$ cat config.mk
export PLATFORM = sky130hd
export DESIGN_NAME = rvs_top
export DESIGN_NICKNAME = d
export VERILOG_FILES = /design/src/include/rvs_pkg.sv /design/src/verilog/rvs_prio.sv /design/src/verilog/rvs_top.sv
export SDC_FILE = /design/constraint.sdc
export NUM_CORES = 1
export LEC_CHECK = 0
export BUFFER_PORTS_ARGS = -buffer_cell sky130_fd_sc_hd__buf_2
export CORE_ASPECT_RATIO = 0.7
export CORE_UTILIZATION = 53
export DETAILED_ROUTE_END_ITERATION = 7
export PLACE_DENSITY = 0.79
export SLEW_MARGIN = 5
export SYNTH_ARGS = -nofsm -noshare
export SYNTH_HDL_FRONTEND = slang
export SYNTH_SLANG_ARGS = --single-unit
$ cat constraint.sdc
create_clock -name I_CLK -period 4.8 [get_ports I_CLK]
set_clock_uncertainty 0.1 [all_clocks]
set_input_delay 0.48 -clock I_CLK [delete_from_list [all_inputs] [get_ports I_CLK]]
set_output_delay 0.48 -clock I_CLK [all_outputs]
set_load 0.005 [all_outputs]
$ cat src/include/rvs_pkg.sv
// ****************************************************************
// Shared constants for the reset and vector address selector
// ****************************************************************
package rvs_pkg;

    // Word address width of program memory (4K words)
    localparam int ADDR_W = 12;
    // Number of interrupt sources, vector numbers 2 to 19
    localparam int IRQ_N = 18;
    // Width of a vector number
    localparam int VNO_W = 5;

    // ****************************************************************
    // Fixed addresses and counts
    // ****************************************************************
    // Reset target while the boot fuse is unprogrammed
    localparam logic [ADDR_W-1:0] RESET_ADDR    = 12'h000;
    // Table start relative to its base
    localparam logic [ADDR_W-1:0] VEC_TABLE_OFS = 12'h001;
    // Cycles the unlock bit stays set
    localparam logic [2:0]        UNLOCK_CYCLES = 3'h4;
    // Fuse level that means programmed
    localparam logic              FUSE_PROGRAMMED = 1'h0;

    // ****************************************************************
    // Vector numbers, lowest number is highest priority
    // ****************************************************************
    localparam logic [VNO_W-1:0] VNO_RESET                    = 5'h01;
    localparam logic [VNO_W-1:0] VNO_EXTERNAL_REQUEST_ZERO    = 5'h02;
    localparam logic [VNO_W-1:0] VNO_EXTERNAL_REQUEST_ONE     = 5'h03;
    localparam logic [VNO_W-1:0] VNO_TIMER_TWO_MATCH          = 5'h04;
    localparam logic [VNO_W-1:0] VNO_TIMER_TWO_WRAP           = 5'h05;
    localparam logic [VNO_W-1:0] VNO_TIMER_ONE_CAPTURE        = 5'h06;
    localparam logic [VNO_W-1:0] VNO_TIMER_ONE_MATCH_A        = 5'h07;
    localparam logic [VNO_W-1:0] VNO_TIMER_ONE_MATCH_B        = 5'h08;
    localparam logic [VNO_W-1:0] VNO_TIMER_ONE_WRAP           = 5'h09;
    localparam logic [VNO_W-1:0] VNO_TIMER_ZERO_WRAP          = 5'h0A;
    localparam logic [VNO_W-1:0] VNO_SERIAL_TRANSFER_DONE     = 5'h0B;
    localparam logic [VNO_W-1:0] VNO_RECEIVE_DONE             = 5'h0C;
    localparam logic [VNO_W-1:0] VNO_TRANSMIT_BUFFER_EMPTY    = 5'h0D;
    localparam logic [VNO_W-1:0] VNO_TRANSMIT_DONE            = 5'h0E;
    localparam logic [VNO_W-1:0] VNO_CONVERSION_DONE          = 5'h0F;
    localparam logic [VNO_W-1:0] VNO_NONVOLATILE_DATA_READY   = 5'h10;
    localparam logic [VNO_W-1:0] VNO_COMPARATOR_EVENT         = 5'h11;
    localparam logic [VNO_W-1:0] VNO_TWO_WIRE_EVENT           = 5'h12;
    localparam logic [VNO_W-1:0] VNO_SELF_PROGRAM_STORE_READY = 5'h13;

    // Request bit k of the source vector maps to vector number k + 2
    localparam logic [VNO_W-1:0] VNO_FIRST_IRQ = VNO_EXTERNAL_REQUEST_ZERO;

    // ****************************************************************
    // Types
    // ****************************************************************
    // Relocation unlock sequence
    typedef enum logic [1:0] {
        RVS_OPEN,
        RVS_UNLOCKED,
        RVS_SETTLE
    } rvs_lock_t;

    // ****************************************************************
    // Functions
    // ****************************************************************
    // Vector address: table base plus vector number less one
    function automatic logic [ADDR_W-1:0] rvs_vec_addr(
        input logic [ADDR_W-1:0] base,
        input logic [VNO_W-1:0]  vno
    );
        logic [ADDR_W-1:0] ofs;
        ofs = {{(ADDR_W-VNO_W){1'b0}}, vno} - VEC_TABLE_OFS;
        return base + ofs;
    endfunction

endpackage

$ cat src/verilog/rvs_prio.sv
`timescale 1ns/10ps
`default_nettype none
// ****************************************************************
// Fixed priority picker, bit 0 wins
// ****************************************************************
module rvs_prio #(
    parameter int N  = 18,
    parameter int IW = 5
) (
    // Requests
    input  wire logic [N-1:0]  i_req,
    // Result
    output logic               o_found,
    output logic [IW-1:0]      o_index,
    output logic [N-1:0]       o_onehot
);

    // ****************************************************************
    // Search from the top down so the lowest set bit is kept
    // ****************************************************************
    always_comb begin
        o_found  = 1'b0;
        o_index  = '0;
        o_onehot = '0;
        for (int k = N - 1; k >= 0; k--) begin
            if (i_req[k]) begin
                o_found  = 1'b1;
                o_index  = IW'(k);
                o_onehot = N'(1) << k;
            end
        end
    end

endmodule
`default_nettype wire

$ cat src/verilog/rvs_top.sv
`timescale 1ns/10ps
`default_nettype none
// Overview of operation
// Any reset source jumps to vector one
// External requests zero, one at 0x001, 0x002
// Timer vectors fill 0x003 to 0x009 in order
// Serial vectors fill 0x00A to 0x00D in order
// Remaining vectors 0x00E to 0x012 in order
// Relocation adds boot start to each interrupt vector
// Programmed boot fuse moves reset to boot start
// Reset address and table base chosen independently
// Relocation write needs unlock within four cycles
// Unlock window blocks interrupt acceptance, I-bit untouched
// Lowest pending vector number wins
// Boot start address is a configuration input
module rvs_top
    import rvs_pkg::*;
(
    // Clock and reset
    input  wire logic                        I_CLK,
    input  wire logic                        I_RESET_N,
    // Configuration
    input  wire logic                        I_BOOT_START_FUSE,
    input  wire logic [rvs_pkg::ADDR_W-1:0]  I_BOOT_BASE,
    // Reset sources: pin, power-on, brown-out, watchdog
    input  wire logic [3:0]                  I_RESET_SRC,
    // Write to the general irq control bits
    input  wire logic                        I_CTRL_WR,
    input  wire logic                        I_VECTOR_MOVE_UNLOCK,
    input  wire logic                        I_VECTOR_TABLE_IN_BOOT,
    // Core status
    input  wire logic                        I_GLOBAL_EN,
    input  wire logic                        I_INSTR_RETIRE,
    // Pending enabled requests, bit 0 is vector two
    input  wire logic [rvs_pkg::IRQ_N-1:0]   I_IRQ_REQ,
    // Jump request to the fetch logic
    output logic                             O_JUMP_VALID,
    output logic [rvs_pkg::ADDR_W-1:0]       O_JUMP_ADDR,
    output logic [rvs_pkg::VNO_W-1:0]        O_JUMP_VECTOR,
    // Acknowledge to the accepted requester
    output logic [rvs_pkg::IRQ_N-1:0]        O_IRQ_ACK,
    // Control state read back
    output logic                             O_VECTOR_TABLE_IN_BOOT,
    output logic                             O_VECTOR_MOVE_UNLOCK,
    output logic                             O_IRQ_BLOCKED
);
    import rvs_pkg::*;

    // ****************************************************************
    // State
    // ****************************************************************
    typedef struct packed {
        rvs_lock_t           lock;        // Unlock sequence phase
        logic [2:0]          count;       // Cycles left in unlock window
        logic                in_boot;     // Vector table relocated
        logic                unlock;      // Unlock bit read back
        logic                blocked;     // Acceptance held off
        logic                reset_pend;  // Reset jump still owed
        logic                jump_valid;  // Jump pulse
        logic [ADDR_W-1:0]   jump_addr;   // Jump target
        logic [VNO_W-1:0]    jump_vec;    // Jump vector number
        logic [IRQ_N-1:0]    ack;         // One-hot acknowledge
    } rvs_state_t;

    // Value after any chip reset: table low, reset jump owed
    localparam rvs_state_t ST_RESET = '{
        lock:       RVS_OPEN,
        count:      3'h0,
        in_boot:    1'b0,
        unlock:     1'b0,
        blocked:    1'b0,
        reset_pend: 1'b1,
        jump_valid: 1'b0,
        jump_addr:  RESET_ADDR,
        jump_vec:   VNO_RESET,
        ack:        '0
    };

    rvs_state_t          s_q;             // Registered state
    rvs_state_t          s_d;             // Next state

    // ****************************************************************
    // Priority pick among pending requests
    // ****************************************************************
    logic                pick_found;      // Any request pending
    logic [VNO_W-1:0]    pick_index;      // Bit index of the winner
    logic [IRQ_N-1:0]    pick_onehot;     // Winner as one-hot

    // Lowest bit, i.e. lowest vector number, wins
    rvs_prio #(
        .N  (IRQ_N),
        .IW (VNO_W)
    ) u_prio (
        .i_req    (I_IRQ_REQ),
        .o_found  (pick_found),
        .o_index  (pick_index),
        .o_onehot (pick_onehot)
    );

    // ****************************************************************
    // Address selection
    // ****************************************************************
    logic [ADDR_W-1:0]   reset_target;    // Where execution starts
    logic [ADDR_W-1:0]   table_base;      // Base of the vector table
    logic [VNO_W-1:0]    pick_vno;        // Winner's vector number
    logic                unlock_write;    // Write that arms the unlock
    logic                move_write;      // Write that moves the table
    logic                block_now;       // Acceptance held this cycle
    logic                take_irq;        // Interrupt accepted

    always_comb begin
        // Fuse picks the reset target on its own
        if (I_BOOT_START_FUSE == FUSE_PROGRAMMED) begin
            reset_target = I_BOOT_BASE;
        end else begin
            reset_target = RESET_ADDR;
        end
        // Relocation picks the table base on its own
        if (s_q.in_boot) begin
            table_base = I_BOOT_BASE;
        end else begin
            table_base = RESET_ADDR;
        end
    end

    // Vector numbers start at two for request bit zero; table order
    // in the package fixes every source address.
    assign pick_vno = pick_index + VNO_FIRST_IRQ;

    // ****************************************************************
    // Unlock and acceptance gating
    // ****************************************************************
    // Writing the unlock bit as one always (re)arms the window
    assign unlock_write = I_CTRL_WR && I_VECTOR_MOVE_UNLOCK;
    // Only a write with the unlock bit clear, inside the window, moves
    assign move_write = I_CTRL_WR && !I_VECTOR_MOVE_UNLOCK
                        && (s_q.lock == RVS_UNLOCKED);

    // Blocking starts in the very cycle the unlock is written, which
    // is why the raw write strobe is folded in here.
    assign block_now = (s_q.lock != RVS_OPEN) || unlock_write;

    // Taken only at an instruction boundary with the I-bit set; the
    // I-bit is only read here, never altered.
    assign take_irq = pick_found && I_GLOBAL_EN && I_INSTR_RETIRE
                      && !block_now && !s_q.reset_pend
                      && !s_q.jump_valid;

    // ****************************************************************
    // Next state
    // ****************************************************************
    always_comb begin
        s_d            = s_q;
        s_d.jump_valid = 1'b0;
        s_d.ack        = '0;

        // Unlock sequence
        case (s_q.lock)
            RVS_OPEN: begin
                // Idle, waiting for an unlock write
                if (unlock_write) begin
                    s_d.lock  = RVS_UNLOCKED;
                    s_d.count = UNLOCK_CYCLES - 3'h1;
                end
            end
            RVS_UNLOCKED: begin
                if (move_write) begin
                    // Move the table, drop unlock, block one more instr
                    s_d.in_boot = I_VECTOR_TABLE_IN_BOOT;
                    s_d.lock    = RVS_SETTLE;
                    s_d.count   = 3'h0;
                end else if (unlock_write) begin
                    // Rewrite of unlock restarts the window
                    s_d.count = UNLOCK_CYCLES - 3'h1;
                end else if (s_q.count == 3'h0) begin
                    // Window closed with no move, table unchanged
                    s_d.lock = RVS_OPEN;
                end else begin
                    s_d.count = s_q.count - 3'h1;
                end
            end
            RVS_SETTLE: begin
                // Released once the following instruction retires
                if (unlock_write) begin
                    s_d.lock  = RVS_UNLOCKED;
                    s_d.count = UNLOCK_CYCLES - 3'h1;
                end else if (I_INSTR_RETIRE) begin
                    s_d.lock = RVS_OPEN;
                end
            end
            default: begin
                // Unreachable encoding falls back to idle
                s_d.lock = RVS_OPEN;
            end
        endcase
        s_d.blocked = (s_d.lock != RVS_OPEN);
        // Kept as its own flop so the read-back port has no decode
        s_d.unlock  = (s_d.lock == RVS_UNLOCKED);

        // Jump generation, reset first
        if (s_q.reset_pend) begin
            s_d.reset_pend = 1'b0;
            s_d.jump_valid = 1'b1;
            s_d.jump_addr  = reset_target;
            s_d.jump_vec   = VNO_RESET;
        end else if (take_irq) begin
            s_d.jump_valid = 1'b1;
            s_d.jump_addr  = rvs_vec_addr(table_base, pick_vno);
            s_d.jump_vec   = pick_vno;
            s_d.ack        = pick_onehot;
        end

        // Any reset source restarts the block; the jump follows next
        if (|I_RESET_SRC) begin
            s_d = ST_RESET;
        end
    end

    // ****************************************************************
    // State register
    // ****************************************************************
    // Synchronous reset loads constants only
    always_ff @(posedge I_CLK) begin
        if (!I_RESET_N) begin
            s_q <= ST_RESET;
        end else begin
            s_q <= s_d;
        end
    end

    // ****************************************************************
    // Outputs, all straight from the state register
    // ****************************************************************
    assign O_JUMP_VALID           = s_q.jump_valid;
    assign O_JUMP_ADDR            = s_q.jump_addr;
    assign O_JUMP_VECTOR          = s_q.jump_vec;
    assign O_IRQ_ACK              = s_q.ack;
    assign O_VECTOR_TABLE_IN_BOOT = s_q.in_boot;
    assign O_VECTOR_MOVE_UNLOCK   = s_q.unlock;
    assign O_IRQ_BLOCKED          = s_q.blocked;

endmodule
`default_nettype wire

* Word-level counts from Yosys, hierarchy flattened
Cells that the tools add are included.
** Word-level totals
- Register bits after elaboration :: 45
** Operators by class
- Add/subtract/negate cells :: 4
- Equality and inequality tests :: 6
- Muxes and demuxes :: 71
- Bitwise gates (word level) :: 2
- Reductions and logical operators :: 42
** Operator list (number)
- $mux 18 :: 20
- $mux 5 :: 20
- $mux 37 :: 1
- $mux 36 :: 1
- $mux 12 :: 2
- $reduce_or 24->1 :: 1
- $reduce_or 23->1 :: 1
- $reduce_or 22->1 :: 1
- $reduce_or 21->1 :: 1
- $reduce_or 20->1 :: 1
- $reduce_or 19->1 :: 1
- $mux 1 :: 18
- $reduce_or 18->1 :: 1
- $reduce_or 17->1 :: 1
- $reduce_or 16->1 :: 1
- $reduce_or 15->1 :: 1
- $reduce_or 14->1 :: 1
- $reduce_or 13->1 :: 1
- $add 12x12->12 :: 1
- $reduce_or 12->1 :: 1
- $reduce_or 11->1 :: 1
- $reduce_or 10->1 :: 1
- $mux 3 :: 3
- $pmux 3 s3 :: 1
- other kinds (25) :: 43

* Logic depth before layout (Yosys ltp)
Gate-level depths: netlist (run 1).
- Depth after elaboration :: 26
- Mapped depth :: 17
- Mapped depth without buffers :: 17

* By module
From an unflattened synthesis (run 1), not the netlist that was laid out.
** Second synthesis, totals
- Cell total of the unflattened synthesis :: 393
- Area total of the unflattened synthesis :: 3235.6 µm²
** By module, submodules not included
- rvs_top :: instances 1, cells an instance 330, area each 2844.0 µm², sequential area each 900.9 µm²
- rvs_prio :: instances 1, cells an instance 63, area each 391.6 µm², sequential area each 0.0 µm²

* Least setup slack after synthesis (run 1)
OpenSTA, ideal clock, no wires.
- Path kind :: input to register
- Start point :: in I_IRQ_REQ[13] in the netlist's numbering
- End point :: reg s_q, in the netlist O_JUMP_ADDR[8]
- Arrival time :: 3.243 ns
- Data required time :: 4.577 ns
- Path slack :: 1.333 ns
- Cell stages on the path :: 13
- Buffers on the path :: 0
- Path through :: o311ai_0 a311oi_1 nor3_1 ha_1 xor2_1 ha_1 nor2b_1 o21ai_0 a21boi_0 o21a_1 o41ai_1 xor2_1 o22ai_1
** On the way
- Elaborated cells on any way between the ends :: 39
- Classes of those cells :: add/sub (3); mux (30); reduce/logical (6)
** RTL lines
- from (decl) :: RTL line rvs_top.sv:35 : input wire logic [rvs_pkg::IRQ_N-1:0] I_IRQ_REQ,
- $mux 5 (14 in series) :: RTL line rvs_prio.sv:26 : if (i_req[k]) begin
- $add 5x2->5 :: RTL line rvs_top.sv:128 : assign pick_vno = pick_index + VNO_FIRST_IRQ;
- via pick_vno[2] :: RTL line rvs_top.sv:105 : logic [VNO_W-1:0] pick_vno;
- $sub 5x1->6 :: RTL line rvs_pkg.sv:70 : ofs = {{(ADDR_W-VNO_W){1'b0}}, vno} - VEC_TABLE_OFS;
- $add 12x12->12 :: RTL line rvs_pkg.sv:71 : return base + ofs;
- $mux 36 :: RTL line rvs_top.sv:206 : end else if (take_irq) begin
- $mux 18 :: RTL line rvs_top.sv:201 : if (s_q.reset_pend) begin
- to (signal assigned) :: RTL line rvs_top.sv:225 : s_q <= ST_RESET;
- to (signal assigned) :: RTL line rvs_top.sv:227 : s_q <= s_d;
- to (decl) :: RTL line rvs_top.sv:79 : rvs_state_t s_q;
The timed path passes the listed nets, and every way through them passes these cells. The select of a mux whose other input is x is not followed.
A chain may end at the register's enable or synchronous reset.

* Final worst setup path (run 1)
Ends and elaborated chain as after synthesis.

==> flow_summary.json, run 1 <==
{
  "status": "completed",
  "drv_slew": 0,
  "tightest_slew_ns": 0.984,
  "final_nets": 464,
  "overflow": 0,
  "first_global_vias": 2256,
  "end_kind": "register",
  "grtUsageMet3": 0.0423,
  "synthTopCellsByArea": "dfxtp_1, buf_4, ha_1",
  "p_int_uw": 612,
  "path_class": "in -> reg",
  "switching_share": 0.221,
  "setup-tns-final_ns": 0,
  "synth_top_flop_cell": "dfxtp_1",
  "worst-path-max-fanout": 7,
  "period_share": 0.797,
  "drv_cap": 0,
  "rsz0062_at_grt": "false",
  "path_buf_inv": 1,
  "max_freq_mhz": 261,
  "die_h_um": 64.4,
  "vias": 2572,
  "clk_latency_ns": 0.30,
  "fp.dieW_um": 91.2,
  "post-route-min-period_ns": 3.83,
  "antenna_left": 0,
  "clkPwrFrac": 0.432,
  "synth_area_per_cell_um2": 8.31,
  "clock_path_buffers": 2,
  "cpPeakStageDelay_ns": 0.44,
  "gp_congestion": 0.908,
  "met2_usage": 0.351,
  "io_pins": 81,
  "cts_hold_buf": 0,
  "antenna_found_initial": 0,
  "yosys_warnings": 0,
  "drive_above_1_share": 0.246,
  "cts_tree": "done",
  "clkTransAtPathRegs_ns": 0.09,
  "cts_made_buffers": 5,
  "drc": 0,
  "syn_nets": 418,
  "synth.ff_latch_count": 45,
  "core_area_um2": 5310,
  "setup_viol": 0,
  "grt_busiest_layer": "met2",
  "synth.most_common_cell": "dfxtp_1",
  "finalHoldViolations": 0,
  "portBuffers": 80,
  "netSwitchingPower_uw": 173,
  "grt_max_degree": 22,
  "startpoint_type": "primary input",
  "path_cells": "buf_2, o311ai_0, a311oi_1, nor3_1, ha_1, xor2_1, ha_1, nor2b_1, o21ai_0, a21boi_0, o21a_1, o41ai_1, xor2_1, o22ai_1",
  "die_area_um2": 5880,
  "start_util": 0.556,
  "routed_via_density": 5.43,
  "cts.sinks": 45,
  "synth_area_um2": 2950,
  "drtPass1Iterations": 4,
  "place_inst": 466,
  "p_seq_frac": 0.478,
  "async_flop_share": 0,
  "hold_path.class": "in -> reg",
  "slowest_stage": "nor3_1",
  "htreeDepth": 2,
  "fin_cells": 474,
  "area_delta_synth_final_pct": 10.9,
  "clockRootBuffer": "clkbuf_8",
  "ys_top_cells_by_count": "dfxtp_1, nor2_1, buf_4",
  "power.density_nw_per_um2": 240,
  "cts_resized": 0,
  "netlist.area_leader.share": 0.305,
  "drt-initial-drc-count": 154,
  "yosysSeqAreaShare": 0.305,
  "grt_use_total": 0.230,
  "slew_headroom": 0.342,
  "cp.required_ns": 4.87,
  "routed_wl_um": 6670,
  "yosysTopAreaCell": "dfxtp_1",
  "ys_types": 54,
  "cp_top_family": "compound AO/OA/AOI/OAI gates",
  "grtUsageMet1": 0.330,
  "synth_edf_count": 0,
  "row_count": 22,
  "synthCells": 355,
  "vdd_ir_drop_max_mv": 0.138,
  "avgRoutedWirePerCell_um": 14.1,
  "power.leakage_nw": 1.53,
  "grt_pass1_wl_um": 10700,
  "post_cts_buffers": 0,
  "pwr-share-comb": 0.090,
  "dp_hpwl_um": 5070,
  "cp.arrival_ns": 3.90,
  "diodes": 0
}
[path summary, 6_finish.rpt]
check | startpoint | cells past startpoint | slack, ns | endpoint
setup / recovery | I_IRQ_REQ[13] | 14 | 0.97 | O_JUMP_ADDR[8]$_SDFFE_PP0P_
hold / removal | I_IRQ_REQ[2] | 2 | 0.32 | O_IRQ_ACK[3]$_SDFF_PP0_
setup reg to reg | s_q[44]$_SDFF_PP0_ | 9 | 1.94 | O_IRQ_ACK[3]$_SDFF_PP0_
hold reg to reg | O_JUMP_VECTOR[4]$_SDFFE_PP0P_ | 2 | 0.38 | O_JUMP_VECTOR[4]$_SDFFE_PP0P_
[worst reg2reg max path, delay by kind of cell (launching register included)]
kind / cells / cell delay [ns]
flip-flops: 1 / 0.34
AND/OR/NAND/NOR: 5 / 1.13
AO/OA/AOI/OAI: 1 / 0.52
buffers and inverters: 2 / 0.47
adder cells (fa/ha/maj): 1 / 0.23
[per-layer routing]
metal  vias up  part of all wire  wire, µm
met5         -                 0         0
met4         0             0.012        80
met3         9             0.069       459
met2        97              0.42      2800
met1      1158              0.50      3330
li1       1308                 -         -
[kinds of logic after synthesis]
| logic type | Yosys count | share of synthesized area |
|---|---|---|
| buffers and inverters | 59 | 0.129 |
| DFF | 45 | 0.305 |
| muxes | 2 | 0.00678 |
| AOI/OAI and AO/OA | 74 | 0.166 |
| and+or+nand+nor | 141 | 0.259 |
| adders and majority gates | 21 | 0.0916 |
| xor gates and xnor gates | 13 | 0.0432 |
[area by class of cell]
type	instances	area, µm²
Fill cell	502	2040
Multi-Input combinational cell	251	1670
Sequential cell	45	901
Timing Repair Buffer	82	415
Tap cell	72	90.1
Clock buffer	5	68.8
Clock inverter	3	65.1
Inverter	16	60.1
[flip-flops by register name, summed over array words and instances, names as in the netlist]
register	flops
O_IRQ_ACK	18
O_IRQ_BLOCKED	1
O_JUMP_ADDR	12
O_JUMP_VALID	1
O_JUMP_VECTOR	5
O_VECTOR_MOVE_UNLOCK	1
O_VECTOR_TABLE_IN_BOOT	1
s_q	6
[layout by cell type (no fill, tap or decap), drive strengths merged, types with 2 or more instances in the layout]
cell / n
dfxtp: 45
a21o: 4
a22oi: 4
nor2: 45
bufinv: 2
nor3: 13
inv: 16
a222oi: 2
and3b: 2
o22ai: 4
ha: 20
nand3: 5
and2: 18
nor4: 4
nand2: 12
nor3b: 8
mux2i: 2
a21oi: 16
xnor2: 5
or4: 5
xor2: 7
o21a: 2
a221oi: 6
o21ai: 23
a211oi: 5
or3: 2
buf: 82
nor2b: 6
clkbuf: 5
and3: 11
nand2b: 5
[power by group through the flow]
stage / sequential (mW) / combinational (mW) / clock (mW)
global placement: 0.384 / 0.0675 / 0
global route: 0.375 / 0.0778 / 0.365
floorplan: 0.383 / 0.0363 / 0
detailed placement: 0.384 / 0.0690 / 0
finish: 0.375 / 0.0703 / 0.339
CTS: 0.375 / 0.0698 / 0.343
[through the flow]
stage / total power [mW] / hold WS [ns] / util / instance area (µm²) / setup WS, ns
final: 0.785 / 0.318 / 0.616 / 3270 / 0.973
after global routing: 0.819 / 0.311 / 0.616 / 3270 / 0.755
after CTS: 0.788 / 0.312 / 0.616 / 3270 / 1.07
after detailed placement: 0.453 / 0.371 / 0.591 / 3140 / 0.730
after global placement: 0.451 / 0.367 / 0.591 / 3140 / 0.869
after floorplan: 0.420 / 0.342 / - / 2950 / 1.33
Note: power is estimated with default switching activity, not from simulation.
==> run 2, diff against run 1 <==
--- a/config.mk
+++ b/config.mk
@@ -7,9 +7,9 @@
 export LEC_CHECK = 0
 export BUFFER_PORTS_ARGS = -buffer_cell sky130_fd_sc_hd__buf_2
 export CORE_ASPECT_RATIO = 0.7
-export CORE_UTILIZATION = 53
+export CORE_UTILIZATION = 48
 export DETAILED_ROUTE_END_ITERATION = 7
-export PLACE_DENSITY = 0.79
+export PLACE_DENSITY = 0.75
 export SLEW_MARGIN = 5
 export SYNTH_ARGS = -nofsm -noshare
 export SYNTH_HDL_FRONTEND = slang
==> constraint.sdc (replaced) <==
create_clock -name I_CLK -period 3.37 [get_ports I_CLK]
set_clock_uncertainty 0.1 [all_clocks]
set_input_delay 0.337 -clock I_CLK [delete_from_list [all_inputs] [get_ports I_CLK]]
set_output_delay 0.337 -clock I_CLK [all_outputs]
set_load 0.005 [all_outputs]
==> run 2 against run 1 <==
Against the previous run:
- non-clock buffer count rose by 50
- wire length up 15%
- die area up 10%
- via count up 9.9%
- clock power grew 31%
- design area rose by 16%
- worst hold slack got worse by 0.14 ns
- combinational power grew 110%
- global-route usage increased by 1.4 points
==> flow_summary.json, run 2 (synthesis gave the netlist of run 1 again) <==
{
  "r2r-start": "s_q[43]$_SDFF_PP0_",
  "end_kind": "register",
  "drtPass1Iterations": 5,
  "start_util": 0.508,
  "gp_congestion": 0.921,
  "cp.arrival_ns": 3.42,
  "routed_via_density": 5.36,
  "worstReg2RegEnd": "O_IRQ_ACK[3]$_SDFF_PP0_",
  "nFillCells": 509,
  "netSwitchingPower_uw": 276,
  "cp_top_family": "compound AO/OA/AOI/OAI gates",
  "grt_pass1_wl_um": 12100,
  "p_int_uw": 848,
  "portBuffers": 80,
  "io_pins": 81,
  "diodes": 0,
  "status": "completed",
  "final_util": 0.651,
  "fp.dieW_um": 95.7,
  "drive_above_1_share": 0.376,
  "reg2regPathDepth": 9,
  "cts.sinks": 45,
  "clock_path_buffers": 2,
  "switching_share": 0.245,
  "tightest_slew_ns": 0.949,
  "path_cells": "buf_2, buf_4, or4_4, buf_4, o21ai_1, xor2_2, nand3b_1, xor2_1, ha_2, a21boi_2, o21a_1, o41ai_2, xor2_1, o22ai_1",
  "vdd_ir_drop_max_mv": 0.156,
  "area_delta_synth_final_pct": 28.2,
  "power.leakage_nw": 1.80,
  "path_buf_inv": 3,
  "largest_reg_flops": 18,
  "cts_tree": "done",
  "hold_path.class": "in -> reg",
  "vias": 2826,
  "slew_headroom": 0.365,
  "dp_hpwl_um": 5810,
  "clkPwrFrac": 0.396,
  "startpoint_type": "primary input",
  "worst-path-max-fanout": 6,
  "drt-initial-drc-count": 160,
  "r2r_slack_ns": 0.37,
  "holdPathEnd": "O_IRQ_ACK[15]$_SDFF_PP0_",
  "fin_ws_ns": 0.0428,
  "slowest_stage": "or4_4",
  "post-route-min-period_ns": 3.33,
  "mostFrequentLayoutCells": "buf_2, buf_4, dfxtp_1, nor2_1, and2_1",
  "power.density_nw_per_um2": 297,
  "holdPathStages": 2,
  "die_h_um": 67.6,
  "fin_cells": 527,
  "cpPeakStageDelay_ns": 0.50,
  "routed_wl_um": 7690,
  "stdcell_area_um2": 3780,
  "htreeDepth": 2,
  "report.power.total_mw": 1.12,
  "clockRootBuffer": "clkbuf_8",
  "place_inst": 516,
  "final_nets": 514,
  "period_share": 0.987,
  "post-place-ws_ns": -0.517,
  "drv_slew": 0,
  "cts_made_buffers": 5,
  "min-delay-start": "I_IRQ_REQ[15]",
  "first_global_vias": 2546,
  "path_class": "in -> reg",
  "drc": 0,
  "antenna_found_initial": 0,
  "finalHoldViolations": 0,
  "pwr-share-comb": 0.129,
  "setup_viol": 0,
  "cp.required_ns": 3.46,
  "p_seq_frac": 0.475,
  "grt_max_degree": 22,
  "dpl-instance-area_um2": 3500,
  "overflow": 0,
  "max_freq_mhz": 301,
  "drv_cap": 0,
  "grt_use_total": 0.244,
  "antenna_left": 0,
  "clk_latency_ns": 0.30,
  "mostFrequentLayoutCell": "buf_2",
  "row_count": 23,
  "die_area_um2": 6470,
  "clkTransAtPathRegs_ns": 0.09,
  "core_area_um2": 5810,
  "avgRoutedWirePerCell_um": 14.6
}
[run 2: area by class of cell]
| type | count | area, µm² | share of cell area |
|---|---|---|---|
| clock inverter | 2 | 37.5 | 0.00992 |
| clock buffer | 6 | 82.6 | 0.0218 |
| tap | 75 | 93.8 | 0.0248 |
| sequential | 45 | 901 | 0.238 |
| timing repair buffer | 132 | 807 | 0.213 |
| multi-input combinational | 251 | 1800 | 0.476 |
| inverter | 16 | 60.1 | 0.0159 |
[run 2: power by group through the flow]
| stage | Sequential (mW) | Combinational [mW] | Clock [mW] |
|---|---|---|---|
| 2_1_floorplan | 0.546 | 0.0517 | 0 |
| 3_5_place_dp | 0.546 | 0.126 | 0 |
| 6_report | 0.534 | 0.145 | 0.445 |
| 4_1_cts | 0.534 | 0.129 | 0.448 |
| 3_3_place_gp | 0.546 | 0.122 | 0 |
| 5_1_grt | 0.534 | 0.158 | 0.470 |
[run 2: worst max-delay path by stage]
stage / from / to / depth (start not counted)
4_1_cts: I_IRQ_REQ[13] / O_JUMP_ADDR[10]$_SDFFE_PP0P_ / 15
6_report: I_IRQ_REQ[13] / O_JUMP_ADDR[8]$_SDFFE_PP0P_ / 14
2_1_floorplan: I_IRQ_REQ[13] / O_JUMP_ADDR[8]$_SDFFE_PP0P_ / 13
5_1_grt: I_IRQ_REQ[13] / O_JUMP_ADDR[8]$_SDFFE_PP0P_ / 14
3_3_place_gp: I_IRQ_REQ[15] / O_JUMP_ADDR[11]$_SDFFE_PP0P_ / 16
3_5_place_dp: I_IRQ_REQ[15] / O_JUMP_ADDR[8]$_SDFFE_PP0P_ / 15
[run 2: layer usage]
| metal | wire length (µm) | GRT usage |
|---|---|---|
| met1 | 3830 | 0.353 |
| met2 | 3270 | 0.375 |
| met3 | 497 | 0.0439 |
| met4 | 85 | 0.0522 |
| met5 | 0 | 0 |
[run 2: metrics by stage]
step                setup TNS (ns)  hold slack, ns
floorplan                        0           0.313
global placement             -2.35           0.363
detailed placement           -2.96           0.370
CTS                              0           0.189
global route                -0.186           0.187
finish                           0           0.176
[run 2: what timing repair did]
action | in CTS | in global routing
endpoints found under the setup margin | 6 | 7
gates resized for setup | 3 | 34
hold buffers | 0 | 0
pin swaps | 1 | 22
buffers inserted | 1 | 2
